### config.mk
export PLATFORM = sky130hd
export DESIGN_NAME = blr_bus_loss_reaction
export DESIGN_NICKNAME = d
export VERILOG_FILES = /design/src/core/blr_pkg.sv /design/src/core/blr_fc_if.sv /design/src/core/blr_fault_xlate.sv /design/src/core/blr_bus_loss_reaction.sv
export SDC_FILE = /design/constraint.sdc
export NUM_CORES = 1
export LEC_CHECK = 0
export ABC_AREA = 1
export BUFFER_PORTS_ARGS = -buffer_cell sky130_fd_sc_hd__buf_2
export CAP_MARGIN = 30
export CORE_MARGIN = 2
export CORE_UTILIZATION = 47
export CTS_CLUSTER_DIAMETER = 30
export DETAILED_ROUTE_END_ITERATION = 8
export GPL_TIMING_DRIVEN = 0
export PLACE_DENSITY_LB_ADDON = 0.05
export SLEW_MARGIN = 30
export SYNTH_ARGS = -nofsm -noshare
export SYNTH_HDL_FRONTEND = slang
export SYNTH_SLANG_ARGS = --single-unit
### constraint.sdc
create_clock -name core_clk -period 1.7 [get_ports core_clk]
set_input_delay 0.085 -clock core_clk [delete_from_list [all_inputs] [get_ports core_clk]]
set_output_delay 0.085 -clock core_clk [all_outputs]
set_load 0.02 [all_outputs]
### src/core/blr_pkg.sv
/*
 * blr_pkg: constants shared by the bus-loss reaction block and its
 * fault-code translator.
 * assumes: included before every other file of the block.
 */
package blr_pkg;

	// object dictionary indexes
	localparam logic [15:0] OD_IDX_BUS_LOSS_REACTION_SELECT = 16'h6007;
	localparam logic [15:0] OD_IDX_LAST_FAULT_CODE = 16'h603F;

	// reaction code limits and reset value (signed 16-bit)
	localparam logic signed [15:0] REACT_MIN = 16'shFFFE;
	localparam logic signed [15:0] REACT_MAX = 16'sh0003;
	localparam logic signed [15:0] REACT_RESET = 16'sh0001;

	// reaction codes
	localparam logic signed [15:0] REACT_NONE = 16'sh0000;
	localparam logic signed [15:0] REACT_FAULT = 16'sh0001;
	localparam logic signed [15:0] REACT_SWITCH_OFF = 16'sh0002;
	localparam logic signed [15:0] REACT_QUICK_STOP = 16'sh0003;
	localparam logic signed [15:0] REACT_RAMP_FAULT = 16'shFFFF;
	localparam logic signed [15:0] REACT_QSTOP_FAULT = 16'shFFFE;

	// internal bus error parameter: top of the direct range and the values above it
	localparam logic [2:0] PAR_MAX_DIRECT = 3'h3;
	localparam logic [2:0] PAR_RAMP_FAULT = 3'h4;
	localparam logic [2:0] PAR_QSTOP_FAULT = 3'h5;

	// control source selection: remote state machine
	localparam logic CTRL_SRC_REMOTE = 1'h1;

	// internal fault classes
	localparam logic [7:0] FCLS_NONE = 8'h00;
	localparam logic [7:0] FCLS_OVERLOAD = 8'h01;
	localparam logic [7:0] FCLS_CASE_TEMP = 8'h02;
	localparam logic [7:0] FCLS_INSIDE_TEMP = 8'h03;
	localparam logic [7:0] FCLS_MOTOR_TEMP = 8'h04;
	localparam logic [7:0] FCLS_OVERCURRENT = 8'h05;
	localparam logic [7:0] FCLS_DC_LINK = 8'h07;
	localparam logic [7:0] FCLS_ELEC_SUPPLY = 8'h08;
	localparam logic [7:0] FCLS_EARTH_FAULT = 8'h0D;

	// drive-profile fault codes
	localparam logic [15:0] PCODE_NONE = 16'h0000;
	localparam logic [15:0] PCODE_OVERLOAD = 16'h2310;
	localparam logic [15:0] PCODE_CASE_TEMP = 16'h4210;
	localparam logic [15:0] PCODE_INSIDE_TEMP = 16'h4110;
	localparam logic [15:0] PCODE_MOTOR_TEMP = 16'h4310;
	localparam logic [15:0] PCODE_OVERCURRENT = 16'h2340;
	localparam logic [15:0] PCODE_DC_LINK = 16'h3210;
	localparam logic [15:0] PCODE_ELEC_SUPPLY = 16'h5111;
	localparam logic [15:0] PCODE_EARTH_FAULT = 16'h2330;
	localparam logic [15:0] PCODE_GENERIC = 16'h1000;

	// emergency message field positions
	localparam int EMCY_PCODE_LSB = 0;
	localparam int EMCY_ICODE_LSB = 32;

	// reaction sequencer states
	typedef enum logic [1:0] {
		BLR_ST_IDLE,
		BLR_ST_STOPPING,
		BLR_ST_TRIPPED
	} blr_state_t;

endpackage : blr_pkg

### src/core/blr_fc_if.sv
/*
 * blr_fc_if: carries a fault class to the translator and the profile
 * code back.
 * assumes: both ends in the core_clk domain; the path is combinational.
 */
`timescale 1ns/100ps
interface blr_fc_if;
	logic [7:0] fault_class; // internal fault class
	logic [15:0] profile_code; // translated drive-profile code
	modport requester (output fault_class, input profile_code);
	modport translator (input fault_class, output profile_code);
endinterface : blr_fc_if

### src/core/blr_fault_xlate.sv
/*
 * blr_fault_xlate: maps internal fault classes onto drive-profile codes.
 * assumes: pure combinational lookup, sampled by the caller.
 */
`timescale 1ns/100ps
module blr_fault_xlate
	import blr_pkg::*;
(
	// class in, code out
	blr_fc_if.translator fc
);

	// fixed lookup; anything unlisted collapses onto the generic code
	always_comb begin
		case (fc.fault_class)
			FCLS_NONE: fc.profile_code = PCODE_NONE;
			FCLS_OVERLOAD: fc.profile_code = PCODE_OVERLOAD;
			FCLS_CASE_TEMP: fc.profile_code = PCODE_CASE_TEMP;
			FCLS_INSIDE_TEMP: fc.profile_code = PCODE_INSIDE_TEMP;
			FCLS_MOTOR_TEMP: fc.profile_code = PCODE_MOTOR_TEMP;
			FCLS_OVERCURRENT: fc.profile_code = PCODE_OVERCURRENT;
			FCLS_DC_LINK: fc.profile_code = PCODE_DC_LINK;
			FCLS_ELEC_SUPPLY: fc.profile_code = PCODE_ELEC_SUPPLY;
			FCLS_EARTH_FAULT: fc.profile_code = PCODE_EARTH_FAULT;
			default: fc.profile_code = PCODE_GENERIC;
		endcase
	end

endmodule : blr_fault_xlate

### src/core/blr_bus_loss_reaction.sv
/*
 * blr_bus_loss_reaction: picks the reaction to a fieldbus loss, keeps
 * the reaction code object and the last fault code object, and builds
 * the emergency message payload.
 * assumes: all inputs synchronous to core_clk; the drive state machine,
 * nonvolatile store and message transport live outside.
 */
// Notes on behaviour
// - any bus loss event triggers configured reaction
// - code 0: ignore faults, keep operating point
// - code 1 default: fault state immediately
// - codes 2/3: disable voltage or quick stop
// - codes -1/-2: stop, fault after standstill
// - reactions only under remote state machine control
// - signed 16-bit code limited to -2..3
// - internal parameter 0..5 mirrors the code
// - save stores code; power-up restores it
// - fault reset refused until NMT operational
// - fault reset refused until guarding restarted
// - discard RxPDO until correct length frame
// - read-only last fault profile code, 0 none
// - thermal and overload classes map to codes
// - current, voltage, earth map; others generic
// - internal code readable when generic reported
// - emergency: profile bytes 0-1, internal 4-7
// - control source 1 selects remote state machine
`timescale 1ns/100ps
module blr_bus_loss_reaction
	import blr_pkg::*;
(
	// clock and reset
	input wire logic core_clk,
	input wire logic arst_n,
	// object dictionary access
	input wire logic od_req,
	input wire logic od_wr,
	input wire logic [15:0] od_index,
	input wire logic [15:0] od_wdata,
	output logic od_ack,
	output logic od_abort,
	output logic [15:0] od_rdata,
	// internal bus error parameter
	input wire logic par_wr,
	input wire logic [2:0] par_wdata,
	output logic par_reject,
	// nonvolatile store
	input wire logic save_req,
	input wire logic nv_valid,
	input wire logic [15:0] nv_code,
	output logic nv_wr,
	output logic [15:0] nv_wdata,
	// bus loss events
	input wire logic ev_bus_off,
	input wire logic ev_guard_fail,
	input wire logic ev_heartbeat_fail,
	input wire logic ev_sync_err,
	input wire logic ev_rxpdo_len_err,
	input wire logic ev_nmt_left_op,
	// link status
	input wire logic nmt_operational,
	input wire logic guarding_active,
	// drive state machine
	input wire logic control_source_setting,
	input wire logic drive_standstill,
	input wire logic fault_reset_req,
	output logic cmd_fault,
	output logic cmd_disable_voltage,
	output logic cmd_quick_stop,
	output logic cmd_disable_operation,
	output logic fault_reset_ok,
	// rxpdo gate
	input wire logic rxpdo_valid,
	input wire logic rxpdo_len_ok,
	output logic rxpdo_accept,
	output logic rxpdo_blocked,
	// fault reporting
	input wire logic fault_valid,
	input wire logic [7:0] fault_class,
	input wire logic [15:0] fault_code_int,
	output logic [15:0] current_error,
	output logic emcy_valid,
	output logic [63:0] emcy_data
);

	// range check used by the object write and restore paths that load the code
	function automatic logic code_in_range(input logic signed [15:0] c);
		code_in_range = (c >= REACT_MIN) && (c <= REACT_MAX);
	endfunction : code_in_range

	logic signed [15:0] react_code_reg; // bus_loss_reaction_select
	logic [15:0] last_fault_code_reg; // last_fault_code object
	logic [15:0] current_error_reg; // internal code of last fault
	logic save_pending_reg; // object written since last save
	logic restore_done_reg; // power-up restore taken
	logic nmt_lost_reg; // node left operational through a bus loss
	logic guard_lost_reg; // guarding failed, not restarted yet
	logic rxpdo_block_reg; // rxpdo discard in force
	blr_state_t state_reg; // reaction sequencer
	blr_state_t state_next;
	logic [3:0] cmd_next; // fault, disable volt, quick stop, disable op
	logic [3:0] cmd_reg;
	logic bus_loss; // any bus loss event this cycle
	logic remote_ctrl; // state machine control selected
	logic od_hit_react; // access targets reaction code
	logic od_hit_fault; // access targets fault code
	logic od_wr_ok; // accepted reaction code write
	logic signed [15:0] par_mapped; // parameter value as object code
	logic [15:0] pcode; // translated profile code

	// translator link
	blr_fc_if fc_link ();
	assign fc_link.fault_class = fault_class;
	assign pcode = fc_link.profile_code;
	blr_fault_xlate u_xlate (
		.fc(fc_link)
	);

	// event gathering and address decode
	assign bus_loss = ev_bus_off | ev_guard_fail | ev_heartbeat_fail
		| ev_sync_err | ev_rxpdo_len_err | ev_nmt_left_op;
	assign remote_ctrl = (control_source_setting == CTRL_SRC_REMOTE);
	assign od_hit_react = (od_index == OD_IDX_BUS_LOSS_REACTION_SELECT);
	assign od_hit_fault = (od_index == OD_IDX_LAST_FAULT_CODE);
	assign od_wr_ok = od_req && od_wr && od_hit_react
		&& code_in_range(od_wdata);

	// parameter 4 and 5 fold onto the negative codes
	always_comb begin
		case (par_wdata)
			PAR_RAMP_FAULT: par_mapped = REACT_RAMP_FAULT;
			PAR_QSTOP_FAULT: par_mapped = REACT_QSTOP_FAULT;
			default: par_mapped = {13'h0000, par_wdata};
		endcase
	end

	// reaction code register: object write, parameter write, restore
	// restore happens once, one edge after reset release, so the store
	// contents are never caught by the asynchronous reset itself
	always_ff @(posedge core_clk or negedge arst_n) begin
		if (!arst_n) begin
			react_code_reg <= REACT_RESET;
		end else if (!restore_done_reg) begin
			if (nv_valid && code_in_range(nv_code)) begin
				react_code_reg <= nv_code;
			end
		end else if (od_wr_ok) begin
			react_code_reg <= od_wdata;
		end else if (par_wr && (par_wdata <= PAR_QSTOP_FAULT)) begin
			react_code_reg <= par_mapped;
		end
	end

	// restore runs only in the first cycle after release
	always_ff @(posedge core_clk or negedge arst_n) begin
		if (!arst_n) begin
			restore_done_reg <= 1'b0;
		end else begin
			restore_done_reg <= 1'b1;
		end
	end

	// parameter values above 5 do not exist
	assign par_reject = par_wr && (par_wdata > PAR_QSTOP_FAULT);

	// a save only stores when the object was written since last save
	always_ff @(posedge core_clk or negedge arst_n) begin
		if (!arst_n) begin
			save_pending_reg <= 1'b0;
			nv_wr <= 1'b0;
			nv_wdata <= 16'h0000;
		end else begin
			nv_wr <= save_req && save_pending_reg;
			if (save_req && save_pending_reg) begin
				nv_wdata <= react_code_reg;
			end
			// a write in the save cycle stays pending for the next save
			if (od_wr_ok) begin
				save_pending_reg <= 1'b1;
			end else if (save_req) begin
				save_pending_reg <= 1'b0;
			end
		end
	end

	// object dictionary answer, one cycle after the request
	always_ff @(posedge core_clk or negedge arst_n) begin
		if (!arst_n) begin
			od_ack <= 1'b0;
			od_abort <= 1'b0;
			od_rdata <= 16'h0000;
		end else begin
			od_ack <= od_req;
			od_abort <= 1'b0;
			if (od_req) begin
				if (od_wr) begin
					// fault code object is read-only; unknown index aborts
					od_abort <= !od_wr_ok;
					od_rdata <= 16'h0000;
				end else if (od_hit_react) begin
					od_rdata <= react_code_reg;
				end else if (od_hit_fault) begin
					od_rdata <= last_fault_code_reg;
				end else begin
					od_abort <= 1'b1;
					od_rdata <= 16'h0000;
				end
			end
		end
	end

	// reaction sequencer; contact control and code 0 never leave idle
	always_comb begin
		state_next = state_reg;
		cmd_next = 4'h0;
		case (state_reg)
			BLR_ST_IDLE: begin
				if (bus_loss && remote_ctrl) begin
					case (react_code_reg)
						REACT_FAULT: begin
							cmd_next = 4'h8;
							state_next = BLR_ST_TRIPPED;
						end
						REACT_SWITCH_OFF: begin
							cmd_next = 4'h4;
						end
						REACT_QUICK_STOP: begin
							cmd_next = 4'h2;
						end
						REACT_RAMP_FAULT: begin
							cmd_next = 4'h1;
							state_next = BLR_ST_STOPPING;
						end
						REACT_QSTOP_FAULT: begin
							cmd_next = 4'h2;
							state_next = BLR_ST_STOPPING;
						end
						default: begin
							cmd_next = 4'h0;
						end
					endcase
				end
			end
			BLR_ST_STOPPING: begin
				// fault only once the drive has stopped
				if (drive_standstill) begin
					cmd_next = 4'h8;
					state_next = BLR_ST_TRIPPED;
				end
			end
			BLR_ST_TRIPPED: begin
				// stays tripped until an accepted fault reset
				if (fault_reset_ok) begin
					state_next = BLR_ST_IDLE;
				end
			end
			default: begin
				state_next = BLR_ST_IDLE;
			end
		endcase
	end

	// sequencer state and registered one-cycle commands
	always_ff @(posedge core_clk or negedge arst_n) begin
		if (!arst_n) begin
			state_reg <= BLR_ST_IDLE;
			cmd_reg <= 4'h0;
		end else begin
			state_reg <= state_next;
			cmd_reg <= cmd_next;
		end
	end
	assign cmd_fault = cmd_reg[3];
	assign cmd_disable_voltage = cmd_reg[2];
	assign cmd_quick_stop = cmd_reg[1];
	assign cmd_disable_operation = cmd_reg[0];

	// recovery conditions; a new loss in the clearing cycle wins
	always_ff @(posedge core_clk or negedge arst_n) begin
		if (!arst_n) begin
			nmt_lost_reg <= 1'b0;
			guard_lost_reg <= 1'b0;
		end else begin
			if (ev_nmt_left_op) begin
				nmt_lost_reg <= 1'b1;
			end else if (nmt_operational) begin
				nmt_lost_reg <= 1'b0;
			end
			if (ev_guard_fail) begin
				guard_lost_reg <= 1'b1;
			end else if (guarding_active) begin
				guard_lost_reg <= 1'b0;
			end
		end
	end

	// reset is combinational so the drive sees the grant with its request
	assign fault_reset_ok = fault_reset_req && nmt_operational
		&& !nmt_lost_reg && !guard_lost_reg;

	// rxpdo discard: only a correctly sized frame reopens the gate
	always_ff @(posedge core_clk or negedge arst_n) begin
		if (!arst_n) begin
			rxpdo_block_reg <= 1'b0;
		end else if (ev_rxpdo_len_err) begin
			rxpdo_block_reg <= 1'b1;
		end else if (rxpdo_valid && rxpdo_len_ok) begin
			rxpdo_block_reg <= 1'b0;
		end
	end
	assign rxpdo_accept = rxpdo_valid && rxpdo_len_ok && !ev_rxpdo_len_err;
	assign rxpdo_blocked = rxpdo_block_reg;

	// fault latch: object, internal code and emergency payload together
	always_ff @(posedge core_clk or negedge arst_n) begin
		if (!arst_n) begin
			last_fault_code_reg <= PCODE_NONE;
			current_error_reg <= 16'h0000;
			emcy_valid <= 1'b0;
			emcy_data <= 64'h0000_0000_0000_0000;
		end else begin
			emcy_valid <= fault_valid;
			if (fault_valid) begin
				last_fault_code_reg <= pcode;
				current_error_reg <= fault_code_int;
				emcy_data <= 64'h0000_0000_0000_0000;
				emcy_data[EMCY_PCODE_LSB +: 16] <= pcode;
				emcy_data[EMCY_ICODE_LSB +: 32] <= {16'h0000, fault_code_int};
			end
		end
	end
	assign current_error = current_error_reg;

	// checks
	a_code_range: assert property (@(posedge core_clk) disable iff (!arst_n)
		code_in_range(react_code_reg)) else $error("reaction code out of range");
	a_bad_write_abort: assert property (@(posedge core_clk) disable iff (!arst_n)
		od_req && od_wr && od_hit_react && !code_in_range(od_wdata) && restore_done_reg
		&& !par_wr |=> od_abort && $stable(react_code_reg)) else $error("bad write not aborted");
	a_code1_fault: assert property (@(posedge core_clk) disable iff (!arst_n)
		state_reg == BLR_ST_IDLE && bus_loss && remote_ctrl && react_code_reg == REACT_FAULT
		|=> cmd_fault && state_reg == BLR_ST_TRIPPED) else $error("code 1 did not fault");
	a_code0_quiet: assert property (@(posedge core_clk) disable iff (!arst_n)
		state_reg == BLR_ST_IDLE && bus_loss && react_code_reg == REACT_NONE
		|=> cmd_reg == 4'h0) else $error("code 0 reacted");
	a_contact_quiet: assert property (@(posedge core_clk) disable iff (!arst_n)
		state_reg == BLR_ST_IDLE && !remote_ctrl |=> cmd_reg == 4'h0) else $error("contact mode reacted");
	a_stop_then_fault: assert property (@(posedge core_clk) disable iff (!arst_n)
		state_reg == BLR_ST_STOPPING && !drive_standstill |=> !cmd_fault) else $error("fault before standstill");
	a_reset_gate: assert property (@(posedge core_clk) disable iff (!arst_n)
		$past(ev_nmt_left_op) |-> !fault_reset_ok) else $error("reset granted after nmt loss");
	a_guard_hold: assert property (@(posedge core_clk) disable iff (!arst_n)
		ev_guard_fail ##1 !guarding_active |-> !fault_reset_ok) else $error("reset without guarding");
	a_pdo_discard: assert property (@(posedge core_clk) disable iff (!arst_n)
		rxpdo_block_reg && !(rxpdo_valid && rxpdo_len_ok) |=> rxpdo_block_reg) else $error("pdo discard ended early");
	a_fault_update: assert property (@(posedge core_clk) disable iff (!arst_n)
		fault_valid |=> last_fault_code_reg == $past(pcode) && emcy_valid
		&& emcy_data[15:0] == last_fault_code_reg) else $error("fault code not latched");

endmodule : blr_bus_loss_reaction

### Word level (Yosys, flattened, before mapping)

Memories as Yosys holds them, arrays and structs flattened.
Cells that the tools add are included.
Widths: inputs -> output; s select.

* bits in read-only memories: 144
* output and inout bits: 124
* logic and storage cells: 105
* bits in registers: 127
* memories: 1
* bits of input ports: 96

* muxes and demuxes: 30
* equality and inequality tests: 16
* order comparisons: 6
* bitwise logic cells: 5
* reduce and logical (&&, ||, !) cells: 30

Memory list
* (no name shown): depth 16, bits a word 9, rd ports 1, clocked after memory_dff 0, write ports 0, RTL line blr_fault_xlate.sv:15 `case (fc.fault_class)`

Operator list (count)
* $mux 16: 8
* $eq 16x15->1 const B: 2
* $eq 16x16->1 const B: 2
* $eq 16x2->1 const B: 2
* $ge 16x2->1 const B: 2
* $le 16x3->1 const B: 2
* $pmux 16 s2: 1
* $eq 16x1->1 const B: 1
* $pmux 4 s4: 1
* $logic_and 1x1->1: 15
* $mux 1: 12
* $reduce_bool 2->1: 5
* $mux 4: 2
* $pmux 4 s2: 1
* $eq 3x3->1 const B: 2
* $mux 2: 3
* $ne 2x2->1 const B: 3
* $pmux 2 s3: 1
* $or 1x1->1: 5
* $logic_not 1->1: 4
* $logic_not 4->1: 1
* $pmux 2 s2: 1
* $reduce_and 4->1: 1
* $reduce_or 2->1: 2
* other kinds (8): 8

### Logic depth before layout (Yosys ltp)

Gate-level depths: netlist of the first run.

* depth after elaboration: 8
* mapped depth: 13
* depth with buffers taken out: 12

### Modules after synthesis

From an unflattened synthesis of the first run, not the netlist that was laid out.

* cell total of the unflattened synthesis: 620
* area total of the unflattened synthesis: 5104.9 um2

Modules (own cells, without submodules)
* blr_bus_loss_reaction: area an instance 4790.8 um2, instances 1, seq. area each 2378.5 um2, cells an instance 558
* blr_fault_xlate: area an instance 314.1 um2, instances 1, seq. area each 0.0 um2, cells an instance 62

### Worst setup path before layout of the first run

No wires, ideal clock.

* path kind: reg-to-reg
* start: register nmt_lost_reg
* end: register state_reg[1]
* setup slack: 243 ps
* required time: 1573 ps
* buffers on the path: 0
* setup time: 127 ps
* period minus slack after synthesis: 1457 ps
* cell stages (with the launch flop): 4
* arrival time: 1329 ps
* cells stage by stage: dfrtp_1 > nor3_1 > nor3_1 > or2_2

* longest elaborated chain between the ends: 5

RTL lines
* from (decl): RTL line blr_bus_loss_reaction.sv:95 `logic nmt_lost_reg;`
* from (signal assigned): RTL line blr_bus_loss_reaction.sv:280 `nmt_lost_reg <= 1'b0;`
* from (signal assigned): RTL line blr_bus_loss_reaction.sv:284 `nmt_lost_reg <= 1'b1;`
* from (signal assigned): RTL line blr_bus_loss_reaction.sv:286 `nmt_lost_reg <= 1'b0;`
* $logic_not 1->1: RTL line blr_bus_loss_reaction.sv:298 `&& !nmt_lost_reg && !guard_lost_reg;`
* $logic_and 1x1->1 (2 in a row): RTL line blr_bus_loss_reaction.sv:298
* named net fault_reset_ok: RTL line blr_bus_loss_reaction.sv:70 `output logic fault_reset_ok,`
* $ne 2x2->1 (no line)
* $reduce_and 4->1 (no line)
* to (signal assigned): RTL line blr_bus_loss_reaction.sv:268 `state_reg <= state_next;`
* to (decl): RTL line blr_bus_loss_reaction.sv:98 `blr_state_t state_reg;`

The timed path passes the listed nets, and every way through them passes these cells.
A chain may end at the register's enable or synchronous reset.

==> results of run 1 <==
## worst max-delay path: stages
cell,delay (ps)
dlygate4sd3_1,540
buf_2,120
clkbuf_1,210
clkinv_1,320
clkbuf_1,340
nand2_1,130
nand2_1,50
## power breakdown
part | internal (mW) | switching (mW) | total [mW] | leakage (nW)
combinational | 0.425 | 0.638 | 1.06 | 2.29
sequential | 2.23 | 0.104 | 2.33 | 1.14
clock | 0.590 | 0.778 | 1.37 | 0.0941
total | 3.24 | 1.52 | 4.76 | 3.52
## cells by family (layout without fill, tap and decap cells)
family / count (synthesis) / in the layout / synth area share (%)
adder cells (fa/ha/maj): 5 / 5 / 1.375
flip-flops: 88 / 88 / 48.42
AND/OR/NAND/NOR: 276 / 276 / 25.85
buffers and inverters: 121 / 343 / 14.71
AO/OA/AOI/OAI: 68 / 68 / 9.486
other: 2 / 40 / 0.1650
## worst min-delay path by stage
stage	to	slack, ps	cells past startpoint
2_1_floorplan	cmd_reg[0]$_DFF_PN0_	-210	0
3_3_place_gp	emcy_valid$_DFF_PN0_	210	1
3_5_place_dp	nmt_lost_reg$_DFFE_PN0P_	-50	1
4_1_cts	state_reg[0]$_DFFE_PN0P_	20	3
5_1_grt	state_reg[0]$_DFFE_PN0P_	20	3
6_report	rxpdo_blocked$_DFFE_PN0P_	30	4
## stage by stage
step	util [%]	instances	setup WS, ps	area, um^2	hold WS, ps
global route	66.73	949	62.13	6225	19.69
CTS	66.73	949	176.5	6225	15.90
detailed placement	62.07	908	160.2	5789	-52.62
global placement	61.70	907	-210.6	5756	212.5
finish	66.73	949	157.2	6225	26.18
floorplan	-	598	243.4	4693	-210.6
## layout make-up
type | instances | area (um^2)
Clock inverter | 6 | 47.55
Fill cell | 847 | 3103
Multi-Input combinational cell | 389 | 1821
Timing Repair Buffer | 206 | 1185
Buffer | 69 | 474.2
Inverter | 52 | 195.2
Sequential cell | 88 | 2203
Clock buffer | 10 | 137.6
Tap cell | 129 | 161.4
## layer usage
layer	global-route usage, %	vias up	share of wire, %
li1	-	2212	-
met4	8.410	0	1.9
met5	0	-	0
met1	28.21	2039	42
met3	3.967	16	6.2
met2	37.65	144	50
## cell usage in the layout (no fill, tap or decap), types with 3 or more instances in the layout
cell type	n
buf_2	180
nor3_1	5
a22o_1	9
inv_6	4
o22ai_1	11
a21oi_1	9
nand2_1	164
clkbuf_8	10
nand2_2	3
nor4_1	3
o31ai_1	6
nand3_1	12
nand4_1	16
o21ai_0	24
clkbuf_1	12
buf_4	55
ha_1	5
nor2_1	61
nor2_4	3
dlygate4sd3_1	25
dfrtp_1	87
conb_1	40
inv_1	50
## timing repair
action,CTS,global route
hold buffers,25,0
hold endpoints to repair,110,0
setup buffers,0,0
==> impl_metrics.yaml, run 1 <==
outcome:
  status: "completed"
drt:
  drt_wl_total_um: 11640
  first_pass_iters: 4
  first_iter_violations: 165
  drc: 0
  vias: 4411
  viasPerCell: 4.648
  postRouteAntennaNets: 0
  wl_per_cell_um: 12.27
floorplanning:
  start_util_pct: 48.79
  ios: 220
  fp.dieArea_um2: 10480
  row_count: 35
  die_h_um: 102.4
  die_w_um: 102.4
  core_um2: 9328
synthesis:
  yosysMostFrequentCell: "nand2_1"
  yosysTopAreaCell: "dfrtp_1"
  synthTopCellsByArea: "dfrtp_1, nand2_1, buf_4"
  ys_types: 39
  synthArstFlopShare_pct: 100.0
  synth_common_cells: "nand2_1, dfrtp_1, nor2_1, buf_4, inv_1"
  yosysWarningCount: 0
  synth_edf_count: 0
  synth_ff_type: "dfrtp_1"
  synthesis.area_um2: 4551
  synth.avg_cell_area_um2: 8.126
  synthCells: 560
  synth_top_area_share_pct: 47.84
  yosysSeqAreaShare_pct: 48.42
  synth-seq-cells: 88
sta:
  hold_violations: 0
  setup_violations: 0
  period_needed_ps: 1543
  fin_tns_setup_ps: 0
  max_freq_mhz: 648.2
  rsz0062_at_grt: "no"
  skew_ps: 10.88
  period_share_pct: 90.75
  slew_violations: 0
worst_setup_path:
  crit_arrival_ps: 1800
  r2r_end: "state_reg[1]$_DFFE_PN0P_"
  worstSetupEndpointType: "register"
  startpoint: "fault_valid"
  worst-path-max-fanout: 10
  reg2reg_slack_ps: 200
  worst-r2r-cell-count: 5
  worstReg2RegStart: "react_code_reg[5]$_DFFE_PN0P_"
  startpoint_type: "input port"
  worstSetupEndpoint: "current_error[14]$_DFFE_PN0P_"
  worstPathRequired_ps: 1950
  worstSetupPathType: "input port to register"
clock_network:
  clk_latency_ps: 350
  cts_resized: 0
  cts_tree: "built"
  clockRootBuffer: "clkbuf_8"
  cts_buffers: 9
  htree_levels: 3
  path_clk_slew_ps: 100
  max-clock-path-buffers: 2
  clock-sinks: 88
global_route:
  grt_pass1_vias: 4089
  grt_usage_pct: 22.13
  antenna_found_initial: 0
  grt_overflow: 0
  grt_max_degree: 69
  grt_pass1_wl_um: 18320
finish:
  area_growth_pct: 36.79
  drive_gt1_share_pct: 32.56
  num_antenna_cells: 0
  nets: 916
flow_run:
  drv_cap: 0
power:
  total_power_mw: 4.765
  powerDensity_nw_per_um2: 765.5
  p_leak_nw: 3.518
  vdd_drop_max_mv: 0.4496
worst_hold_path:
  hold_class: "input port to register"
  min-delay-start: "rxpdo_len_ok"
placed_design:
  gp_congestion: 0.8284
  port_buffers: 180
  place_hpwl_um: 9033
Note: power is estimated with default switching activity, not from simulation.
==> run 2, diff against run 1 <==
- CELL_PAD_IN_SITES_DETAIL_PLACEMENT: not set -> 0
- CELL_PAD_IN_SITES_GLOBAL_PLACEMENT: not set -> 1
- CORE_UTILIZATION: 47 -> 33
==> impl_metrics.yaml, run 2 (synthesis results as in run 1) <==
sta:
  hold_slack_ps: 32.19
  max_freq_mhz: 676.3
  worst_slew_pin_slew_ps: 535.9
  slew_violations: 0
  fin_ws_ps: 221.5
  hold_violations: 0
  rsz0062_at_grt: "no"
  worst_slew_margin_rel_pct: 64.27
  period_needed_ps: 1479
  fin_tns_setup_ps: 0
  setup_violations: 0
  skew_ps: 7.683
  period_share_pct: 86.97
placed_design:
  dp.cells: 955
  gp_congestion: 0.8189
  port_buffers: 180
  place_hpwl_um: 9511
  pre_cts_ws_ps: 116.3
global_route:
  grt_overflow: 0
  grt_max_degree: 71
  antenna_found_initial: 0
  grt_usage_pct: 16.41
  grt_pass1_wl_um: 19290
  grt_pass1_vias: 4165
worst_setup_path:
  startpoint_type: "input port"
  worst-path-max-fanout: 10
  crit_arrival_ps: 1710
  crit_slowest_cell: "dlygate4sd3_1"
  worstSetupPathType: "input port to register"
  slowest_delay_ps: 520
  worstPathRequired_ps: 1930
  cp_num_buf_inv: 5
  worstSetupEndpointType: "register"
  cpLargestDelayFamily: "buffers and inverters"
  crit_chain: "dlygate4sd3_1 -> buf_2 -> clkbuf_1 -> clkinvlp_4 -> clkbuf_1 -> nand2_1 -> nand2_1"
floorplanning:
  die_h_um: 121.4
  fp.dieArea_um2: 14750
  row_count: 42
  die_w_um: 121.4
  start_util_pct: 34.09
  core_um2: 13350
  ios: 220
clock_network:
  max-clock-path-buffers: 2
  cts_buffers: 9
  htree_levels: 3
  clockRootBuffer: "clkbuf_16"
  cts_tree: "built"
  path_clk_slew_ps: 60
  cts_setup_buffers: 0
  clk_latency_ps: 340
  clock-sinks: 88
finish:
  area_growth_pct: 40.67
  final_cell_mix: "buf_2, nand2_1, dfrtp_1"
  layout.cells.non_filler: 994
  mostFrequentLayoutCell: "buf_2"
  num_antenna_cells: 0
  nFillCells: 1362
  nets: 914
  drive_gt1_share_pct: 32.89
power:
  p_leak_nw: 3.563
  powerDensity_nw_per_um2: 844.8
  vdd_drop_max_mv: 0.5044
  total_power_mw: 5.408
drt:
  vias: 4300
  drt_wl_total_um: 11810
  first_pass_iters: 5
  postRouteAntennaNets: 0
  wl_per_cell_um: 11.88
  drc: 0
  viasPerCell: 4.326
  first_iter_violations: 165
flow_run:
  drv_cap: 0
outcome:
  status: "completed"
worst_hold_path:
  hold_class: "input port to register"
[run 2: changes by cell type in the layout (fill, tap and decap cells not counted), moves of 2 or more]
cell	delta
inv_6	-3
clkinvlp_4	+2
clkbuf_16	+9
clkbuf_8	-9
[run 2: worst min-delay path, cell delays in order]
cell and delay, ps:
buf_2 110, nor2_1 50, nor2_1 90
[run 2: path summary, 6_finish.rpt]
check	startpoint	to	slack, ps	cells past startpoint
worst max-delay path	fault_valid	current_error[14]$_DFFE_PN0P_	220	7
worst min-delay path	ev_rxpdo_len_err	rxpdo_blocked$_DFFE_PN0P_	30	3
max in group asynchronous	arst_n	react_code_reg[13]$_DFFE_PN0P_	960	3
worst min register to register	od_rdata[3]$_DFFE_PN0P_	od_rdata[3]$_DFFE_PN0P_	470	2
min in group asynchronous	arst_n	guard_lost_reg$_DFFE_PN0P_	150	2
worst max register to register	react_code_reg[0]$_DFFE_PN1P_	state_reg[0]$_DFFE_PN0P_	230	7
[run 2: repair_timing]
action / CTS / global route
endpoints found under the setup margin: 0 / 6
gates resized for setup: 0 / 2
hold endpoints to repair: 109 / 0
hold buffers: 24 / 0
[run 2: layer usage]
layer	vias up	track usage [%]	part of all wire [%]	routed length, um
li1	2214	-	-	-
met1	1951	20.57	44	5149
met2	122	28.13	49	5764
met3	13	3.853	6.3	743
met4	0	4.813	1.3	150
met5	-	0	0	0
[run 2: layout make-up]
class,count,area (um^2),area share (%)
sequential,88,2203,34.42
tap,176,220.2,3.440
buffer,68,470.5,7.349
timing repair buffer,205,1175,18.35
multi-input combinational,389,1827,28.54
inverter,52,198.9,3.108
clock buffer,10,239.0,3.733
clock inverter,6,67.56,1.056
[run 2: report_power, final]
group / switching (mW) / internal, mW
clock network: 0.832 / 1.18
logic: 0.620 / 0.423
registers: 0.117 / 2.23
total: 1.57 / 3.84
[run 2: through the flow]
stage	utilization, %	area (um^2)
floorplan	-	4693
global placement	43.56	5814
detailed placement	43.81	5848
CTS	47.91	6395
global route	47.96	6401
finish	47.96	6401
==> run 3, diff against run 2 <==
- CAP_MARGIN: 30 -> 20
- CORE_ASPECT_RATIO: not set -> 1.25
- clock period: 1.7 -> 1.6 ns (I/O delays scaled with it)
==> impl_metrics.yaml, run 3 (synthesis results as in run 1) <==
outcome:
  status: "completed"
sta:
  period_share_pct: 91.24
  hold_slack_ps: 27.34
  fin_tns_setup_ps: 0
  period_needed_ps: 1460
  fin_ws_ps: 140.2
  slew_violations: 0
  worst_slew_pin_slew_ps: 507.0
  setup_violations: 0
  max_freq_mhz: 685.0
  worst_slew_margin_rel_pct: 66.20
  rsz0062_at_grt: "no"
  skew_ps: 7.463
  hold_violations: 0
placed_design:
  dp.cells: 954
  place_hpwl_um: 10180
  pre_cts_ws_ps: -5.333
  port_buffers: 180
  gp_congestion: 0.7827
worst_setup_path:
  startpoint_type: "register"
  r2r_end: "state_reg[1]$_DFFE_PN0P_"
  worstSetupPathType: "register to register"
  crit_slowest_cell: "dfrtp_1"
  worst-r2r-cell-count: 5
  startpoint: "react_code_reg[4]$_DFFE_PN0P_"
  worstPathRequired_ps: 1880
  worstSetupEndpoint: "state_reg[1]$_DFFE_PN0P_"
  reg2reg_slack_ps: 140
  worstSetupEndpointType: "register"
  cpLargestDelayFamily: "simple AND/OR/NAND/NOR gates"
  worstReg2RegStart: "react_code_reg[4]$_DFFE_PN0P_"
  worst-path-max-fanout: 4
  crit_chain: "nor4_2 -> and2_1 -> nand3_1 -> o21ai_0 -> or2_2"
  slowest_delay_ps: 420
  crit_arrival_ps: 1740
  path_depth: 5
  cp_num_buf_inv: 0
finish:
  nFillCells: 1390
  mostFrequentLayoutCell: "buf_2"
  nets: 915
  num_antenna_cells: 0
  drive_gt1_share_pct: 32.97
  layout.cells.non_filler: 994
  multiInputGateArea_um2: 1829
  final_cell_mix: "buf_2, nand2_1, dfrtp_1"
  ff_latch_area_um2: 2203
  area_growth_pct: 41.19
clock_network:
  cts_setup_buffers: 0
  cts_tree: "built"
  htree_levels: 3
  clock-sinks: 88
  clk_latency_ps: 340
  max-clock-path-buffers: 2
  clockRootBuffer: "clkbuf_16"
  cts_buffers: 9
  path_clk_slew_ps: 60
power:
  p_clk_share_pct: 39.0
  powerDensity_nw_per_um2: 920.6
  pwr-share-comb_pct: 19.0
  netSwitchingFraction_pct: 28.84
  total_power_mw: 5.915
  switching_power_mw: 1.706
  p_int_mw: 4.209
  power_frac_seq_pct: 42.0
  vdd_drop_max_mv: 0.5248
  p_leak_nw: 3.577
floorplanning:
  ios: 220
  die_h_um: 135.3
  fp.dieArea_um2: 14750
  die_w_um: 109.0
  row_count: 48
  start_util_pct: 33.38
  core_um2: 13630
worst_hold_path:
  hold_class: "input port to register"
drt:
  viasPerCell: 4.345
  postRouteAntennaNets: 0
  wl_per_cell_um: 12.74
  drt_wl_total_um: 12660
  vias: 4319
  drc: 0
  first_iter_violations: 125
  first_pass_iters: 4
global_route:
  grt_usage_pct: 17.68
  grt_pass1_vias: 4241
  grt_pass1_wl_um: 20210
  grt_max_degree: 47
  grt_overflow: 0
  antenna_found_initial: 0
flow_run:
  drv_cap: 0
==> run 3: changes by cell type in the layout (fill, tap and decap cells not counted) <==
cell	delta
clkinv_4	-1
inv_6	+1
clkinvlp_4	-1
inv_8	+1
clkbuf_8	-1
bufinv_16	+1
nor2_1	-1
buf_16	-1
dlygate4sd3_1	+1
nor2_2	+1
buf_12	+1
==> run 3: power by group through the flow <==
stage | registers (mW) | logic, mW | clock network [mW]
floorplan | 2.60 | 0.583 | 0
global placement | 2.52 | 1.06 | 0
detailed placement | 2.53 | 1.08 | 0
CTS | 2.49 | 1.13 | 2.37
global route | 2.51 | 1.25 | 2.46
finish | 2.49 | 1.12 | 2.30
==> run 3: worst min-delay path, stage by stage <==
cell and delay, ps:
buf_2 80, nand3_1 70, o21ai_0 90
==> run 3: how the worst min path moves through the flow <==
stage          cells past startpoint  slack, ps        startpoint                    endpoint
2_1_floorplan                      0       -220            arst_n        cmd_reg[0]$_DFF_PN0_
3_3_place_gp                       1        200       fault_valid        emcy_valid$_DFF_PN0_
3_5_place_dp                       1         50            arst_n  guard_lost_reg$_DFFE_PN0P_
4_1_cts                            3         20  drive_standstill        cmd_reg[3]$_DFF_PN0_
5_1_grt                            3         50  drive_standstill    state_reg[0]$_DFFE_PN0P_
6_report                           3         30  drive_standstill        cmd_reg[3]$_DFF_PN0_
==> run 3: final cells by class <==
class	count	area share, %
plain buffers	68	7.322
clock buffers	9	3.505
clock inverters	7	1.577
inverters	52	3.096
multi-input cells	389	28.47
flip-flops and latches	88	34.29
well taps	175	3.408
repair buffers	206	18.33
==> run 3: metal layers <==
metal	share of wire (%)	routed length (um)	vias up	track usage, %
met1	41	5167	1944	20.90
met5	0	0	-	0
met2	51	6433	138	31.23
met4	1.9	243	0	6.339
li1	-	-	2219	-
met3	6.5	819	18	3.752
==> run 3: per-stage QoR <==
step	utilization (%)	cell area (um^2)
final	47.13	6425
after global routing	47.13	6425
after CTS	47.11	6422
after detailed placement	42.83	5839
after global placement	42.64	5813
after floorplan	-	4693
==> run 3: timing repair <==
item                                    in CTS  in global routing
gates resized for setup                      1                  2
hold endpoints to repair                    66                  0
endpoints found under the setup margin       1                 11
hold buffers                                25                  0
